==> src/inc/sfseq_regs.vh <==
// constants of the serial flash command sequencer
`ifndef SFSEQ_REGS_VH
`define SFSEQ_REGS_VH

// ----
// opcodes
// ----
`define SFSEQ_OP_READ 8'h03
`define SFSEQ_OP_FAST_READ 8'h0b
`define SFSEQ_OP_PROGRAM 8'h02
`define SFSEQ_OP_SEQ_PROGRAM 8'haf
`define SFSEQ_OP_SECTOR_ERASE 8'h20
`define SFSEQ_OP_BLOCK_ERASE_A 8'h52
`define SFSEQ_OP_BLOCK_ERASE_B 8'hd8
`define SFSEQ_OP_CHIP_ERASE_A 8'h60
`define SFSEQ_OP_CHIP_ERASE_B 8'hc7
`define SFSEQ_OP_WRITE_UNLOCK 8'h06
`define SFSEQ_OP_WRITE_LOCK 8'h04
`define SFSEQ_OP_STATUS_READ 8'h05
`define SFSEQ_OP_STATUS_ARM 8'h50
`define SFSEQ_OP_STATUS_WRITE 8'h01
`define SFSEQ_OP_ID_READ_A 8'h90
`define SFSEQ_OP_ID_READ_B 8'hab

// ----
// address map and protection
// ----
`define SFSEQ_SECTOR_MASK 16'h0fff
`define SFSEQ_BLOCK_MASK 16'h7fff
`define SFSEQ_PROT_QUARTER_BASE 16'hc000
`define SFSEQ_PROT_HALF_BASE 16'h8000
`define SFSEQ_TOP_ADDR 16'hffff
`define SFSEQ_TOP_QUARTER 16'hbfff
`define SFSEQ_TOP_HALF 16'h7fff

// ----
// erase kinds
// ----
`define SFSEQ_ERASE_SECTOR 2'h0
`define SFSEQ_ERASE_BLOCK 2'h1
`define SFSEQ_ERASE_CHIP 2'h2

// ----
// status byte fields
// ----
`define SFSEQ_ST_BUSY 0
`define SFSEQ_ST_LATCH 1
`define SFSEQ_ST_SEQ 6

// ----
// self-timed durations in 10 ns clock cycles
// ----
`define SFSEQ_BYTE_PROGRAM_CYCLES 24'h0007d0
`define SFSEQ_SECTOR_ERASE_CYCLES 24'h2625a0
`define SFSEQ_BLOCK_ERASE_CYCLES 24'h2625a0
`define SFSEQ_CHIP_ERASE_CYCLES 24'h989680

`endif

==> src/hw/sfseq_sync.v <==
// pin synchroniser and edge finder for the serial port
`timescale 1ns/100ps
`default_nettype none
module sfseq_sync (
  input wire clock, // system clock
  input wire nrst, // sync reset, active low
  input wire sck, // serial clock pin
  input wire cs_n, // chip select pin, active low
  input wire mosi, // serial data in pin
  output reg sck_rise, // one-cycle pulse
  output reg sck_fall, // one-cycle pulse
  output reg cs_fall, // one-cycle pulse
  output reg cs_rise, // one-cycle pulse
  output reg mosi_s // synchronised data in
);
  reg [1:0] sck_q;
  reg [1:0] cs_q;
  reg [1:0] mosi_q;
  reg sck_last_q;
  reg cs_last_q;

  // ----------------------------------------
  // two stages, then edges from the second only
  // ----------------------------------------
  // equal depth on all three keeps data aligned with the clock edge
  always @(posedge clock)
  begin
    if (!nrst)
    begin
      sck_q <= 2'h0;
      cs_q <= 2'h3;
      mosi_q <= 2'h0;
      sck_last_q <= 1'b0;
      cs_last_q <= 1'b1;
      sck_rise <= 1'b0;
      sck_fall <= 1'b0;
      cs_fall <= 1'b0;
      cs_rise <= 1'b0;
      mosi_s <= 1'b0;
    end
    else
    begin
      sck_q <= {sck_q[0], sck};
      cs_q <= {cs_q[0], cs_n};
      mosi_q <= {mosi_q[0], mosi};
      sck_last_q <= sck_q[1];
      cs_last_q <= cs_q[1];
      sck_rise <= sck_q[1] & ~sck_last_q;
      sck_fall <= ~sck_q[1] & sck_last_q;
      cs_fall <= ~cs_q[1] & cs_last_q;
      cs_rise <= cs_q[1] & ~cs_last_q;
      mosi_s <= mosi_q[1];
    end
  end
endmodule // sfseq_sync
`default_nettype wire

==> src/hw/sfseq_timer.v <==
// self-timed operation counter that drives the busy flag
`timescale 1ns/100ps
`default_nettype none
module sfseq_timer (
  input wire clock, // system clock
  input wire nrst, // sync reset, active low
  input wire start, // one-cycle pulse, loads the count
  input wire [23:0] load, // duration in clock cycles
  output reg busy // high while the operation runs
);
  reg [23:0] count_q;

  // ----------------------------------------
  // down counter
  // ----------------------------------------
  // a zero load still gives one busy cycle
  always @(posedge clock)
  begin
    if (!nrst)
    begin
      count_q <= 24'h000000;
      busy <= 1'b0;
    end
    else if (start)
    begin
      count_q <= load;
      busy <= 1'b1;
    end
    else if (busy)
    begin
      if (count_q <= 24'h000001)
      begin
        busy <= 1'b0;
        count_q <= 24'h000000;
      end
      else
        count_q <= count_q - 24'h000001;
    end
  end
endmodule // sfseq_timer
`default_nettype wire

==> src/hw/sfseq_top.v <==
// serial flash command sequencer behind the spi slave pins
//
// How it works
// - every opcode, address, data or dummy byte spans exactly eight clocks
// - only address bits 15..0 matter; the top address byte is ignored
// - opcode 03h plus three address bytes starts a normal read
// - reads keep streaming bytes, address advancing, while select stays low
// - read address wraps from the top byte back to zero
// - opcode 0bh plus three address bytes starts a fast read
// - fast read waits one dummy byte before driving data
// - opcode 02h, three address bytes, one data byte msb first programs
// - program or erase aimed at a protected area is dropped
// - self-timed work begins only when select rises after the last bit
// - busy stays set for the whole self-timed operation
// - opcode afh programs sequentially; later bytes send afh plus data only
// - host ends sequential mode with 04h then polls busy
// - sequential mode stops at the top unprotected address and clears latch
// - 20h erases the 4 kbyte sector picked by address bits 15..12
// - 52h or d8h erases the 32 kbyte block picked by bit 15
// - 60h or c7h erases everything, unless any area is protected
// - status write acts only straight after the arm command
// - id read: bit 0 picks maker or device code, alternating until deselect
// - status read repeats the status byte every eight clocks
// - bits sampled on rising clock, msb first, framed by select falling
// - select rising mid-instruction aborts it back to standby
// - write unlock sets the write permit latch
// - write lock clears the latch and sequential mode
`include "sfseq_regs.vh"
`timescale 1ns/100ps
`default_nettype none
module sfseq_top #(
  parameter [7:0] MAKER_CODE = 8'h5a, // arbitrary value
  parameter [7:0] DEVICE_CODE = 8'ha5, // arbitrary value
  parameter [23:0] BYTE_PROGRAM_CYCLES = `SFSEQ_BYTE_PROGRAM_CYCLES,
  parameter [23:0] SECTOR_ERASE_CYCLES = `SFSEQ_SECTOR_ERASE_CYCLES,
  parameter [23:0] BLOCK_ERASE_CYCLES = `SFSEQ_BLOCK_ERASE_CYCLES,
  parameter [23:0] CHIP_ERASE_CYCLES = `SFSEQ_CHIP_ERASE_CYCLES
) (
  input wire clock, // system clock, 100 mhz
  input wire nrst, // sync reset, active low
  input wire sck, // serial clock pin
  input wire cs_n, // chip select pin, active low
  input wire mosi, // serial data in pin
  output reg miso, // serial data out
  output reg miso_oe, // high while miso is driven
  input wire [1:0] protect_level, // 0 none, 1 quarter, 2 half, 3 all
  input wire [7:0] status_other, // status bits held outside this block
  output reg [15:0] mem_rd_addr, // array read address
  input wire [7:0] mem_rd_data, // array read data, one cycle later
  output reg prog_req, // one-cycle program pulse
  output reg [15:0] prog_addr, // program address
  output reg [7:0] prog_data, // program data
  output reg erase_req, // one-cycle erase pulse
  output reg [1:0] erase_kind, // sector, block or chip
  output reg [15:0] erase_addr, // erase base address
  output reg status_wr, // one-cycle status write pulse
  output reg [7:0] status_wr_data, // status write data
  output wire busy, // self-timed operation running
  output reg write_permit_latch, // writes allowed
  output reg sequential_program_mode // sequential programming active
);
  // ----------------------------------------
  // states
  // ----------------------------------------
  localparam [6:0] ST_IDLE = 7'h01;
  localparam [6:0] ST_OP = 7'h02;
  localparam [6:0] ST_ADDR = 7'h04;
  localparam [6:0] ST_DUMMY = 7'h08;
  localparam [6:0] ST_DIN = 7'h10;
  localparam [6:0] ST_DOUT = 7'h20;
  localparam [6:0] ST_DONE = 7'h40;

  wire sck_rise;
  wire sck_fall;
  wire cs_fall;
  wire cs_rise;
  wire mosi_s;
  reg [6:0] state_q;
  reg [2:0] bitcnt_q;
  reg [7:0] sr_q;
  reg [7:0] op_q;
  reg [1:0] abyte_q;
  reg [15:0] addr_q;
  reg [7:0] din_q;
  reg [7:0] out_q;
  reg id_sel_q;
  reg arm_q;
  reg [15:0] seq_addr_q;
  reg tstart_q;
  reg [23:0] tload_q;
  wire byte_done;
  wire [7:0] byte_in;
  wire w_ok;
  wire [15:0] seq_next;
  wire [7:0] status_byte;

  // ----------------------------------------
  // helpers
  // ----------------------------------------
  // protection grows downward from the top, so testing the
  // highest address of a region covers the whole region
  function prot;
    input [15:0] a;
    input [1:0] lvl;
    begin
      case (lvl)
        2'h0: prot = 1'b0;
        2'h1: prot = (a >= `SFSEQ_PROT_QUARTER_BASE);
        2'h2: prot = (a >= `SFSEQ_PROT_HALF_BASE);
        default: prot = 1'b1;
      endcase
    end
  endfunction

  function [15:0] top_unprot;
    input [1:0] lvl;
    begin
      case (lvl)
        2'h0: top_unprot = `SFSEQ_TOP_ADDR;
        2'h1: top_unprot = `SFSEQ_TOP_QUARTER;
        default: top_unprot = `SFSEQ_TOP_HALF;
      endcase
    end
  endfunction

  // ----------------------------------------
  // submodules
  // ----------------------------------------
  sfseq_sync u_sync (
    .clock(clock),
    .nrst(nrst),
    .sck(sck),
    .cs_n(cs_n),
    .mosi(mosi),
    .sck_rise(sck_rise),
    .sck_fall(sck_fall),
    .cs_fall(cs_fall),
    .cs_rise(cs_rise),
    .mosi_s(mosi_s)
  );

  sfseq_timer u_timer (
    .clock(clock),
    .nrst(nrst),
    .start(tstart_q),
    .load(tload_q),
    .busy(busy)
  );

  // byte boundaries and status assembly
  assign byte_done = sck_rise && (bitcnt_q == 3'h7);
  assign byte_in = {sr_q[6:0], mosi_s};
  assign w_ok = write_permit_latch && !busy;
  assign seq_next = seq_addr_q + 16'h0001;
  assign status_byte = {status_other[7], sequential_program_mode, status_other[5:2],
    write_permit_latch, busy};

  // ----------------------------------------
  // sequencer
  // ----------------------------------------
  // one process keeps shift, decode and execution in step;
  // the pin side is slow enough that a single pass per edge suffices
  always @(posedge clock)
  begin
    if (!nrst)
    begin
      state_q <= ST_IDLE;
      bitcnt_q <= 3'h0;
      sr_q <= 8'h00;
      op_q <= 8'h00;
      abyte_q <= 2'h0;
      addr_q <= 16'h0000;
      din_q <= 8'h00;
      out_q <= 8'h00;
      id_sel_q <= 1'b0;
      arm_q <= 1'b0;
      seq_addr_q <= 16'h0000;
      tstart_q <= 1'b0;
      tload_q <= 24'h000000;
      miso <= 1'b0;
      miso_oe <= 1'b0;
      mem_rd_addr <= 16'h0000;
      prog_req <= 1'b0;
      prog_addr <= 16'h0000;
      prog_data <= 8'h00;
      erase_req <= 1'b0;
      erase_kind <= `SFSEQ_ERASE_SECTOR;
      erase_addr <= 16'h0000;
      status_wr <= 1'b0;
      status_wr_data <= 8'h00;
      write_permit_latch <= 1'b0;
      sequential_program_mode <= 1'b0;
    end
    else
    begin
      tstart_q <= 1'b0;
      prog_req <= 1'b0;
      erase_req <= 1'b0;
      status_wr <= 1'b0;
      mem_rd_addr <= addr_q;
      if (cs_fall)
      begin
        state_q <= ST_OP;
        bitcnt_q <= 3'h0;
        miso_oe <= 1'b0;
      end
      else if (cs_rise)
      begin
        // anything short of complete is dropped here
        state_q <= ST_IDLE;
        miso_oe <= 1'b0;
        arm_q <= (state_q == ST_DONE) && (op_q == `SFSEQ_OP_STATUS_ARM);
        if (state_q == ST_DONE)
        begin
          // execution waits for deselect
          case (op_q)
            `SFSEQ_OP_WRITE_UNLOCK:
              write_permit_latch <= 1'b1;
            `SFSEQ_OP_WRITE_LOCK:
            begin
              write_permit_latch <= 1'b0;
              sequential_program_mode <= 1'b0;
            end
            `SFSEQ_OP_STATUS_WRITE:
              if (arm_q)
              begin
                status_wr <= 1'b1;
                status_wr_data <= din_q;
              end
            `SFSEQ_OP_PROGRAM:
              if (w_ok && !prot(addr_q, protect_level))
              begin
                prog_req <= 1'b1;
                prog_addr <= addr_q;
                prog_data <= din_q;
                tstart_q <= 1'b1;
                tload_q <= BYTE_PROGRAM_CYCLES;
                write_permit_latch <= 1'b0;
              end
            `SFSEQ_OP_SEQ_PROGRAM:
              if (!sequential_program_mode)
              begin
                if (w_ok && !prot(addr_q, protect_level))
                begin
                  prog_req <= 1'b1;
                  prog_addr <= addr_q;
                  prog_data <= din_q;
                  tstart_q <= 1'b1;
                  tload_q <= BYTE_PROGRAM_CYCLES;
                  seq_addr_q <= addr_q;
                  // a start right on the last free byte ends at once
                  sequential_program_mode <= (addr_q != top_unprot(protect_level));
                  write_permit_latch <= (addr_q != top_unprot(protect_level));
                end
              end
              else if (!busy)
              begin
                prog_req <= 1'b1;
                prog_addr <= seq_next;
                prog_data <= din_q;
                tstart_q <= 1'b1;
                tload_q <= BYTE_PROGRAM_CYCLES;
                seq_addr_q <= seq_next;
                if (seq_next == top_unprot(protect_level))
                begin
                  sequential_program_mode <= 1'b0;
                  write_permit_latch <= 1'b0;
                end
              end
            `SFSEQ_OP_SECTOR_ERASE:
              if (w_ok && !prot(addr_q | `SFSEQ_SECTOR_MASK, protect_level))
              begin
                erase_req <= 1'b1;
                erase_kind <= `SFSEQ_ERASE_SECTOR;
                erase_addr <= addr_q & ~`SFSEQ_SECTOR_MASK;
                tstart_q <= 1'b1;
                tload_q <= SECTOR_ERASE_CYCLES;
                write_permit_latch <= 1'b0;
              end
            `SFSEQ_OP_BLOCK_ERASE_A, `SFSEQ_OP_BLOCK_ERASE_B:
              if (w_ok && !prot(addr_q | `SFSEQ_BLOCK_MASK, protect_level))
              begin
                erase_req <= 1'b1;
                erase_kind <= `SFSEQ_ERASE_BLOCK;
                erase_addr <= addr_q & ~`SFSEQ_BLOCK_MASK;
                tstart_q <= 1'b1;
                tload_q <= BLOCK_ERASE_CYCLES;
                write_permit_latch <= 1'b0;
              end
            `SFSEQ_OP_CHIP_ERASE_A, `SFSEQ_OP_CHIP_ERASE_B:
              if (w_ok && (protect_level == 2'h0))
              begin
                erase_req <= 1'b1;
                erase_kind <= `SFSEQ_ERASE_CHIP;
                erase_addr <= 16'h0000;
                tstart_q <= 1'b1;
                tload_q <= CHIP_ERASE_CYCLES;
                write_permit_latch <= 1'b0;
              end
            default:
              write_permit_latch <= write_permit_latch;
          endcase
        end
      end
      else if (sck_rise && (state_q != ST_IDLE))
      begin
        sr_q <= byte_in;
        bitcnt_q <= bitcnt_q + 3'h1;
        if (byte_done)
        begin
          case (state_q)
            ST_OP:
            begin
              op_q <= byte_in;
              abyte_q <= 2'h0;
              case (byte_in)
                `SFSEQ_OP_READ, `SFSEQ_OP_FAST_READ, `SFSEQ_OP_PROGRAM,
                `SFSEQ_OP_SECTOR_ERASE, `SFSEQ_OP_BLOCK_ERASE_A, `SFSEQ_OP_BLOCK_ERASE_B,
                `SFSEQ_OP_ID_READ_A, `SFSEQ_OP_ID_READ_B:
                  state_q <= ST_ADDR;
                `SFSEQ_OP_SEQ_PROGRAM:
                  state_q <= sequential_program_mode ? ST_DIN : ST_ADDR;
                `SFSEQ_OP_STATUS_READ:
                  state_q <= ST_DOUT;
                `SFSEQ_OP_STATUS_WRITE:
                  state_q <= ST_DIN;
                default:
                  state_q <= ST_DONE;
              endcase
            end
            ST_ADDR:
            begin
              abyte_q <= abyte_q + 2'h1;
              // first address byte is dropped
              if (abyte_q == 2'h1)
                addr_q[15:8] <= byte_in;
              if (abyte_q == 2'h2)
              begin
                addr_q[7:0] <= byte_in;
                id_sel_q <= byte_in[0];
                case (op_q)
                  `SFSEQ_OP_READ, `SFSEQ_OP_ID_READ_A, `SFSEQ_OP_ID_READ_B:
                    state_q <= ST_DOUT;
                  `SFSEQ_OP_FAST_READ:
                    state_q <= ST_DUMMY;
                  `SFSEQ_OP_PROGRAM, `SFSEQ_OP_SEQ_PROGRAM:
                    state_q <= ST_DIN;
                  default:
                    state_q <= ST_DONE;
                endcase
              end
            end
            ST_DUMMY:
              state_q <= ST_DOUT;
            ST_DIN:
            begin
              din_q <= byte_in;
              state_q <= ST_DONE;
            end
            default:
              state_q <= state_q;
          endcase
        end
      end
      else if (sck_fall && (state_q == ST_DOUT))
      begin
        miso_oe <= 1'b1;
        if (bitcnt_q == 3'h0)
        begin
          // new byte at each boundary; the array had a full byte time to answer, but only half a clock for the first byte of a 03h read
          case (op_q)
            `SFSEQ_OP_STATUS_READ:
            begin
              out_q <= status_byte;
              miso <= status_byte[7];
            end
            `SFSEQ_OP_ID_READ_A, `SFSEQ_OP_ID_READ_B:
            begin
              out_q <= id_sel_q ? DEVICE_CODE : MAKER_CODE;
              miso <= id_sel_q ? DEVICE_CODE[7] : MAKER_CODE[7];
              id_sel_q <= ~id_sel_q;
            end
            default:
            begin
              out_q <= mem_rd_data;
              miso <= mem_rd_data[7];
              addr_q <= addr_q + 16'h0001;
            end
          endcase
        end
        else
          miso <= out_q[3'h7 - bitcnt_q];
      end
    end
  end
endmodule // sfseq_top
`default_nettype wire

==> config.mk <==
export PLATFORM = sky130hd
export DESIGN_NAME = sfseq_top
export DESIGN_NICKNAME = d
export VERILOG_FILES = /design/src/hw/sfseq_sync.v /design/src/hw/sfseq_timer.v /design/src/hw/sfseq_top.v
export VERILOG_INCLUDE_DIRS = /design/src /design/src/inc
export SDC_FILE = /design/constraint.sdc
export NUM_CORES = 1
export LEC_CHECK = 0
export BUFFER_PORTS_ARGS = -buffer_cell sky130_fd_sc_hd__clkbuf_2
export CAP_MARGIN = 25
export CORE_AREA = 3 3 131 133
export DETAILED_ROUTE_END_ITERATION = 16
export DIE_AREA = 0 0 134 136
export GPL_ROUTABILITY_DRIVEN = 0
export PLACE_DENSITY = 0.81
export SYNTH_ARGS = -nofsm -noshare
export SYNTH_HDL_FRONTEND = slang
export SYNTH_HIERARCHICAL = 1
export SYNTH_SLANG_ARGS = --single-unit
==> constraint.sdc <==
create_clock -name clock -period 2.7 [get_ports clock]
set_input_delay 0.27 -clock clock [delete_from_list [all_inputs] [get_ports clock]]
set_output_delay 0.27 -clock clock [all_outputs]
set_load 0.03 [all_outputs]
Word level (Yosys, flattened, before mapping)
Cells that the tools add are included.
Word-level totals
  memories: 0
  bits in read-only memories: 0
  latch bits: 0
  register bits after elaboration: 213
  memory bits (writable): 0
Operators by class
  reduce and logical (&&, ||, !) cells: 64
  divide/modulo/power cells: 0
  shift operators: 0
  $mul: 0
  $add $sub $neg: 6
  equal/unequal tests: 56
  bitwise gates (word level): 15
  muxes and demuxes: 128
  $lt $le $gt $ge: 8
Operators with widths (number)
  16-bit two-way mux: 27
  24-bit two-way mux: 10
  24-bit case mux with 5 select lines: 1
  16-bit greater-or-equal comparator, second input constant: 6
  8-bit equality test, second input constant: 9
  16-bit case mux with 2 select lines: 2
  8-bit two-way mux: 7
  7-bit case mux with 4 select lines: 2
  1-bit two-way mux: 54
  16-bit case mux with 3 select lines: 1
  16-bit by 1-bit adder with 16-bit output, second input constant: 2
  8-bit by 2-bit equality test with 1-bit output, second input constant: 4
  8-bit by 3-bit equality test with 1-bit output, second input constant: 4
  8-bit by 7-bit equality test with 1-bit output, second input constant: 4
  8-bit case mux with 2 select lines: 2
  5-bit AND reduction: 5
  24-bit by 1-bit <= comparator with 1-bit output, second input constant: 1
  8-bit AND reduction: 3
  24-bit by 1-bit subtractor with 24-bit output, second input constant: 1
  7-bit case mux with 3 select lines: 1
  16-bit equality test: 1
  8-bit by 1-bit equality test with 1-bit output, second input constant: 2
  8-bit by 4-bit equality test with 1-bit output, second input constant: 2
  8-bit by 6-bit equality test with 1-bit output, second input constant: 2
  53 further kinds: 124

Longest topological paths before layout
  depth after elaboration: 21
  gate-level depth with buffers: 10
  depth with buffers taken out: 9

Hierarchy
Netlist, hierarchy kept.
By module, submodules not included
  sfseq_top: cells an instance 947, times used 1, sequential area each 2902.8 sq um, area each 7566.0 sq um
  sfseq_timer: cells an instance 194, times used 1, sequential area each 500.5 sq um, area each 1512.7 sq um
  sfseq_sync: cells an instance 27, times used 1, sequential area each 260.2 sq um, area each 361.6 sq um

Worst setup path after synthesis
No wires, ideal clock.
  kind: register -> register
  start point: reg sequential_program_mode
  end point: reg write_permit_latch
  library setup time: 127 ps
  arrival: 2037 ps
  path buffers: 1
  slack: 535 ps
  stages on the path, launching flop included: 8
  cells stage by stage: dfxtp_1 > clkbuf_1 > nor2b_1 > or4_1 > a31oi_1 > a2111o_4 > o311ai_1 > o21ai_1
Between the ends
  word-level cells in the longest chain between the ends: 2
RTL lines
  start, declared: RTL line sfseq_top.v:60  | output reg sequential_program_mode
  start signal, assigned: RTL line sfseq_top.v:252  | sequential_program_mode <= (addr_q != top_unprot(protect_level));
  3-bit inequality test (no line) / 1-bit two-way mux (equally long branches)
  11-bit AND reduction (no line) / 1-bit case mux with 7 select lines (equally long branches)
  end signal, assigned: RTL line sfseq_top.v:253  | write_permit_latch <= (addr_q != top_unprot(protect_level));
  end signal, assigned: RTL line sfseq_top.v:301  | write_permit_latch <= write_permit_latch;
  end, declared: RTL line sfseq_top.v:59  | output reg write_permit_latch,
Parallel ways exist; a longest one is shown, timed or not.
A chain may end at the register's enable or synchronous reset.

Worst setup path in the final report
  start point: reg state_q[0]
  end point: reg seq_addr_q[1]
Between the ends
  word-level cells in the longest chain between the ends: 2
RTL lines
  start, declared: RTL line sfseq_top.v:78  | reg [6:0] state_q;
  start signal, assigned: RTL line sfseq_top.v:322  | state_q <= sequential_program_mode ? ST_DIN : ST_ADDR;
  start signal, assigned: RTL line sfseq_top.v:361  | state_q <= state_q;
  7-bit equality test: RTL line sfseq_top.v:213  | if (state_q == ST_DONE)
  6-bit AND reduction (no line)
  end signal, assigned: RTL line sfseq_top.v:250  | seq_addr_q <= addr_q;
  end signal, assigned: RTL line sfseq_top.v:263  | seq_addr_q <= seq_next;
  end, declared: RTL line sfseq_top.v:88  | reg [15:0] seq_addr_q;
No other way between the ends.

==> results.py <==
metrics = {
    "status": {
        "outcome": "complete, no violations",
    },
    "critical_path": {
        "path_cells": "or3_4 -> nor4_4 -> and2_1 -> nand2b_1 -> buf_4 -> a211oi_1 -> a21oi_1 -> nor2_1",
        "worstSetupStartpointType": "register",
        "max_stage_delay_ps": 450,
        "crit_required_ps": 3070,
        "critical_path_class": "register to register",
        "critPathSlowestCell": "or3_4",
        "crit_buf_inv": 1,
        "worst-path-max-fanout": 14,
        "crit_path_end_kind": "register",
        "critPathTopFamily": "simple AND/OR/NAND/NOR gates",
        "worst-endpoint-arrival_ps": 2910,
    },
    "global_routing": {
        "grt.overflow.total": 0,
        "grtUsageTotal_pct": 26.6,
        "grt_pass1_wl_mm": 39.8,
        "first_global_vias": 8223,
        "grt_max_degree": 37,
        "antenna_found_initial": 0,
    },
    "power": {
        "p_total_mw": 5.44,
        "power-per-cell-area_nw_per_um2": 508,
        "ir_drop_mv": 0.468,
        "leakage_nw": 4.35,
    },
    "synthesis": {
        "synth_ff_type": "dfxtp_1",
        "synth.top_cell.area_share_pct": 38.8,
        "async_flop_share_pct": 0,
        "synth_top_area_cell": "dfxtp_1",
        "syn_avg_cell_area_um2": 8.08,
        "ys_warn_count": 6,
        "synth_area_leaders": "dfxtp_1 39%, nor2_1 5.5%, nand2_1 5.4%, a21oi_1 4.9%, mux2i_1 3.7%",
        "yosysSeqAreaShare_pct": 38.8,
        "syn-cell-area_um2": 9440,
        "synth.distinct_cells": 85,
        "synth-seq-cells": 183,
        "syn-instance-count": 1168,
        "synth_edf_count": 0,
    },
    "floorplanning": {
        "dieArea_um2": 18200,
        "ios": 97,
        "core_um2": 15900,
        "initial_core_util_pct": 59.2,
        "die_w_um": 134,
        "std_cell_rows": 46,
        "chipHeight_um": 136,
    },
    "place": {
        "hpwlAfterDp_mm": 16.7,
        "io_buffers": 81,
        "post-place-ws_ps": 14.7,
        "postPlaceCellArea_um2": 10100,
    },
    "detailed_routing": {
        "wl_met3_mm": 1.60,
        "met2_length_mm": 11.7,
        "drt-met1-wl_mm": 10.3,
        "drc": 0,
        "highest-signal-layer": "met4",
        "via_per_inst": 5.99,
        "drt-pass1-iter-count": 5,
        "routed_wl_mm": 24.2,
        "post_drt_wl_per_cell_um": 16.5,
        "drtIter0Drc": 860,
        "ant_nets": 0,
        "vias": 8793,
    },
    "sta": {
        "slew_viol_final": 0,
        "fin_skew_ps": 19.7,
        "tightest_slew_ps": 617,
        "period_share_pct": 94.3,
        "rsz0062_at_grt": "no",
        "min_period_ps": 2540,
        "fin_setup_tns_ps": 0,
        "max_freq_mhz": 393,
        "hold_viol": 0,
        "slew_headroom_pct": 58.4,
        "setup_viol_count_final": 0,
        "finalWorstSetupSlack_ps": 155,
    },
    "clocking": {
        "clkLatencyLatePin_ps": 450,
        "numCtsBuffers": 17,
        "numClockSinks": 183,
        "post_cts_buffers": 0,
        "path_clk_slew_ps": 70,
        "tritoncts": "yes",
        "htreeDepth": 4,
        "cts-root-buf": "clkbuf_16",
        "clk_path_buf_depth": 2,
    },
    "layout": {
        "num_antenna_cells": 0,
        "fillCellCount": 1352,
        "nets": 1278,
        "final_util_pct": 67.2,
        "drive_gt1_share_pct": 14.5,
        "layout_commonest_cell": "dfxtp_1",
        "final_cell_mix": "183 x dfxtp_1, 137 x nor2_1, 135 x nand2_1",
        "fin_area_um2": 10700,
        "area_delta_synth_final_pct": 13.5,
    },
    "job": {
        "drv_cap": 0,
    },
    "hold_path": {
        "hp-class": "primary input to register",
    },
}
-- area by class of cell --
cell class              count  area, µm²  area share [%]
flip-flops and latches    183       3660            34.2
clock inverters            12        163            1.52
repair buffers            118        698            6.51
inverters                  29        109            1.02
clock buffers              20        457            4.26
well taps                 216        270            2.52
multi-input cells         890       5360            50.0
-- synthesized netlist by cell type, drive strengths merged, types with 14 or more instances --
cell type	number
dfxtp	183
nor2	140
nand2	136
a21oi	93
o21ai	73
clkbuf	47
nand3	40
buf	39
mux2i	35
and2	30
inv	29
nor3	23
and3	21
nor4	21
xnor2	20
ha	16
nand4	16
a211oi	14
nand2b	14
-- worst paths after layout --
path / depth (start not counted) / end / startpoint / slack [ps]
min: 2 / u_sync/mosi_q[0]$_SDFF_PN0_ / mosi / 20
min reg2reg: 1 / u_sync/cs_q[1]$_SDFF_PN1_ / u_sync/cs_q[0]$_SDFF_PN1_ / 410
max reg2reg: 8 / seq_addr_q[1]$_SDFFE_PN0P_ / state_q[0]$_SDFFE_PN1P_ / 160
max: 8 / seq_addr_q[1]$_SDFFE_PN0P_ / state_q[0]$_SDFFE_PN1P_ / 160
-- per-stage QoR --
stage	hold slack (ps)	std cells
floorplan	343	1188
global route	42.4	1468
CTS	18.5	1468
detailed placement	398	1435
global placement	395	1435
finish	22.4	1468
-- sequential cells by signal, summed over array words and instances, names as in the netlist, 3 cells and up --
register,count
addr_q,16
bitcnt_q,3
din_q,8
erase_addr,4
mem_rd_addr,16
op_q,8
out_q,8
prog_addr,16
prog_data,8
seq_addr_q,16
sr_q,7
state_q,7
status_wr_data,8
tload_q,6
u_timer/count_q,24
-- report_power, final --
group / internal (mW) / total [mW] / switching, mW
combinational: 0.0422 / 0.141 / 0.0987
sequential: 2.70 / 2.71 / 0.00616
clock: 1.45 / 2.59 / 1.14
-- per-layer routing --
layer / track usage (%) / vias to the layer above
met2: 44.8 / 389
li1: - / 4247
met1: 34.3 / 4105
met4: 10.6 / 0
met3: 4.26 / 52
met5: 0 / -
-- cell families after synthesis --
group,Yosys count,synth area share (%)
other cells,1,0.0397
mux,37,4.19
simple gates,504,27.4
buf+inv,115,5.53
xor+xnor,31,3.17
flops,183,38.8
fa+ha+maj,16,2.12
compound gates,281,18.7
-- repair_timing --
item | CTS | global route
endpoints found under the setup margin | 0 | 16
endpoints found under the hold margin | 1 | 0
hold buffers | 1 | 0
gates resized for setup | 0 | 6
Note: power is estimated with default switching activity, not from simulation.
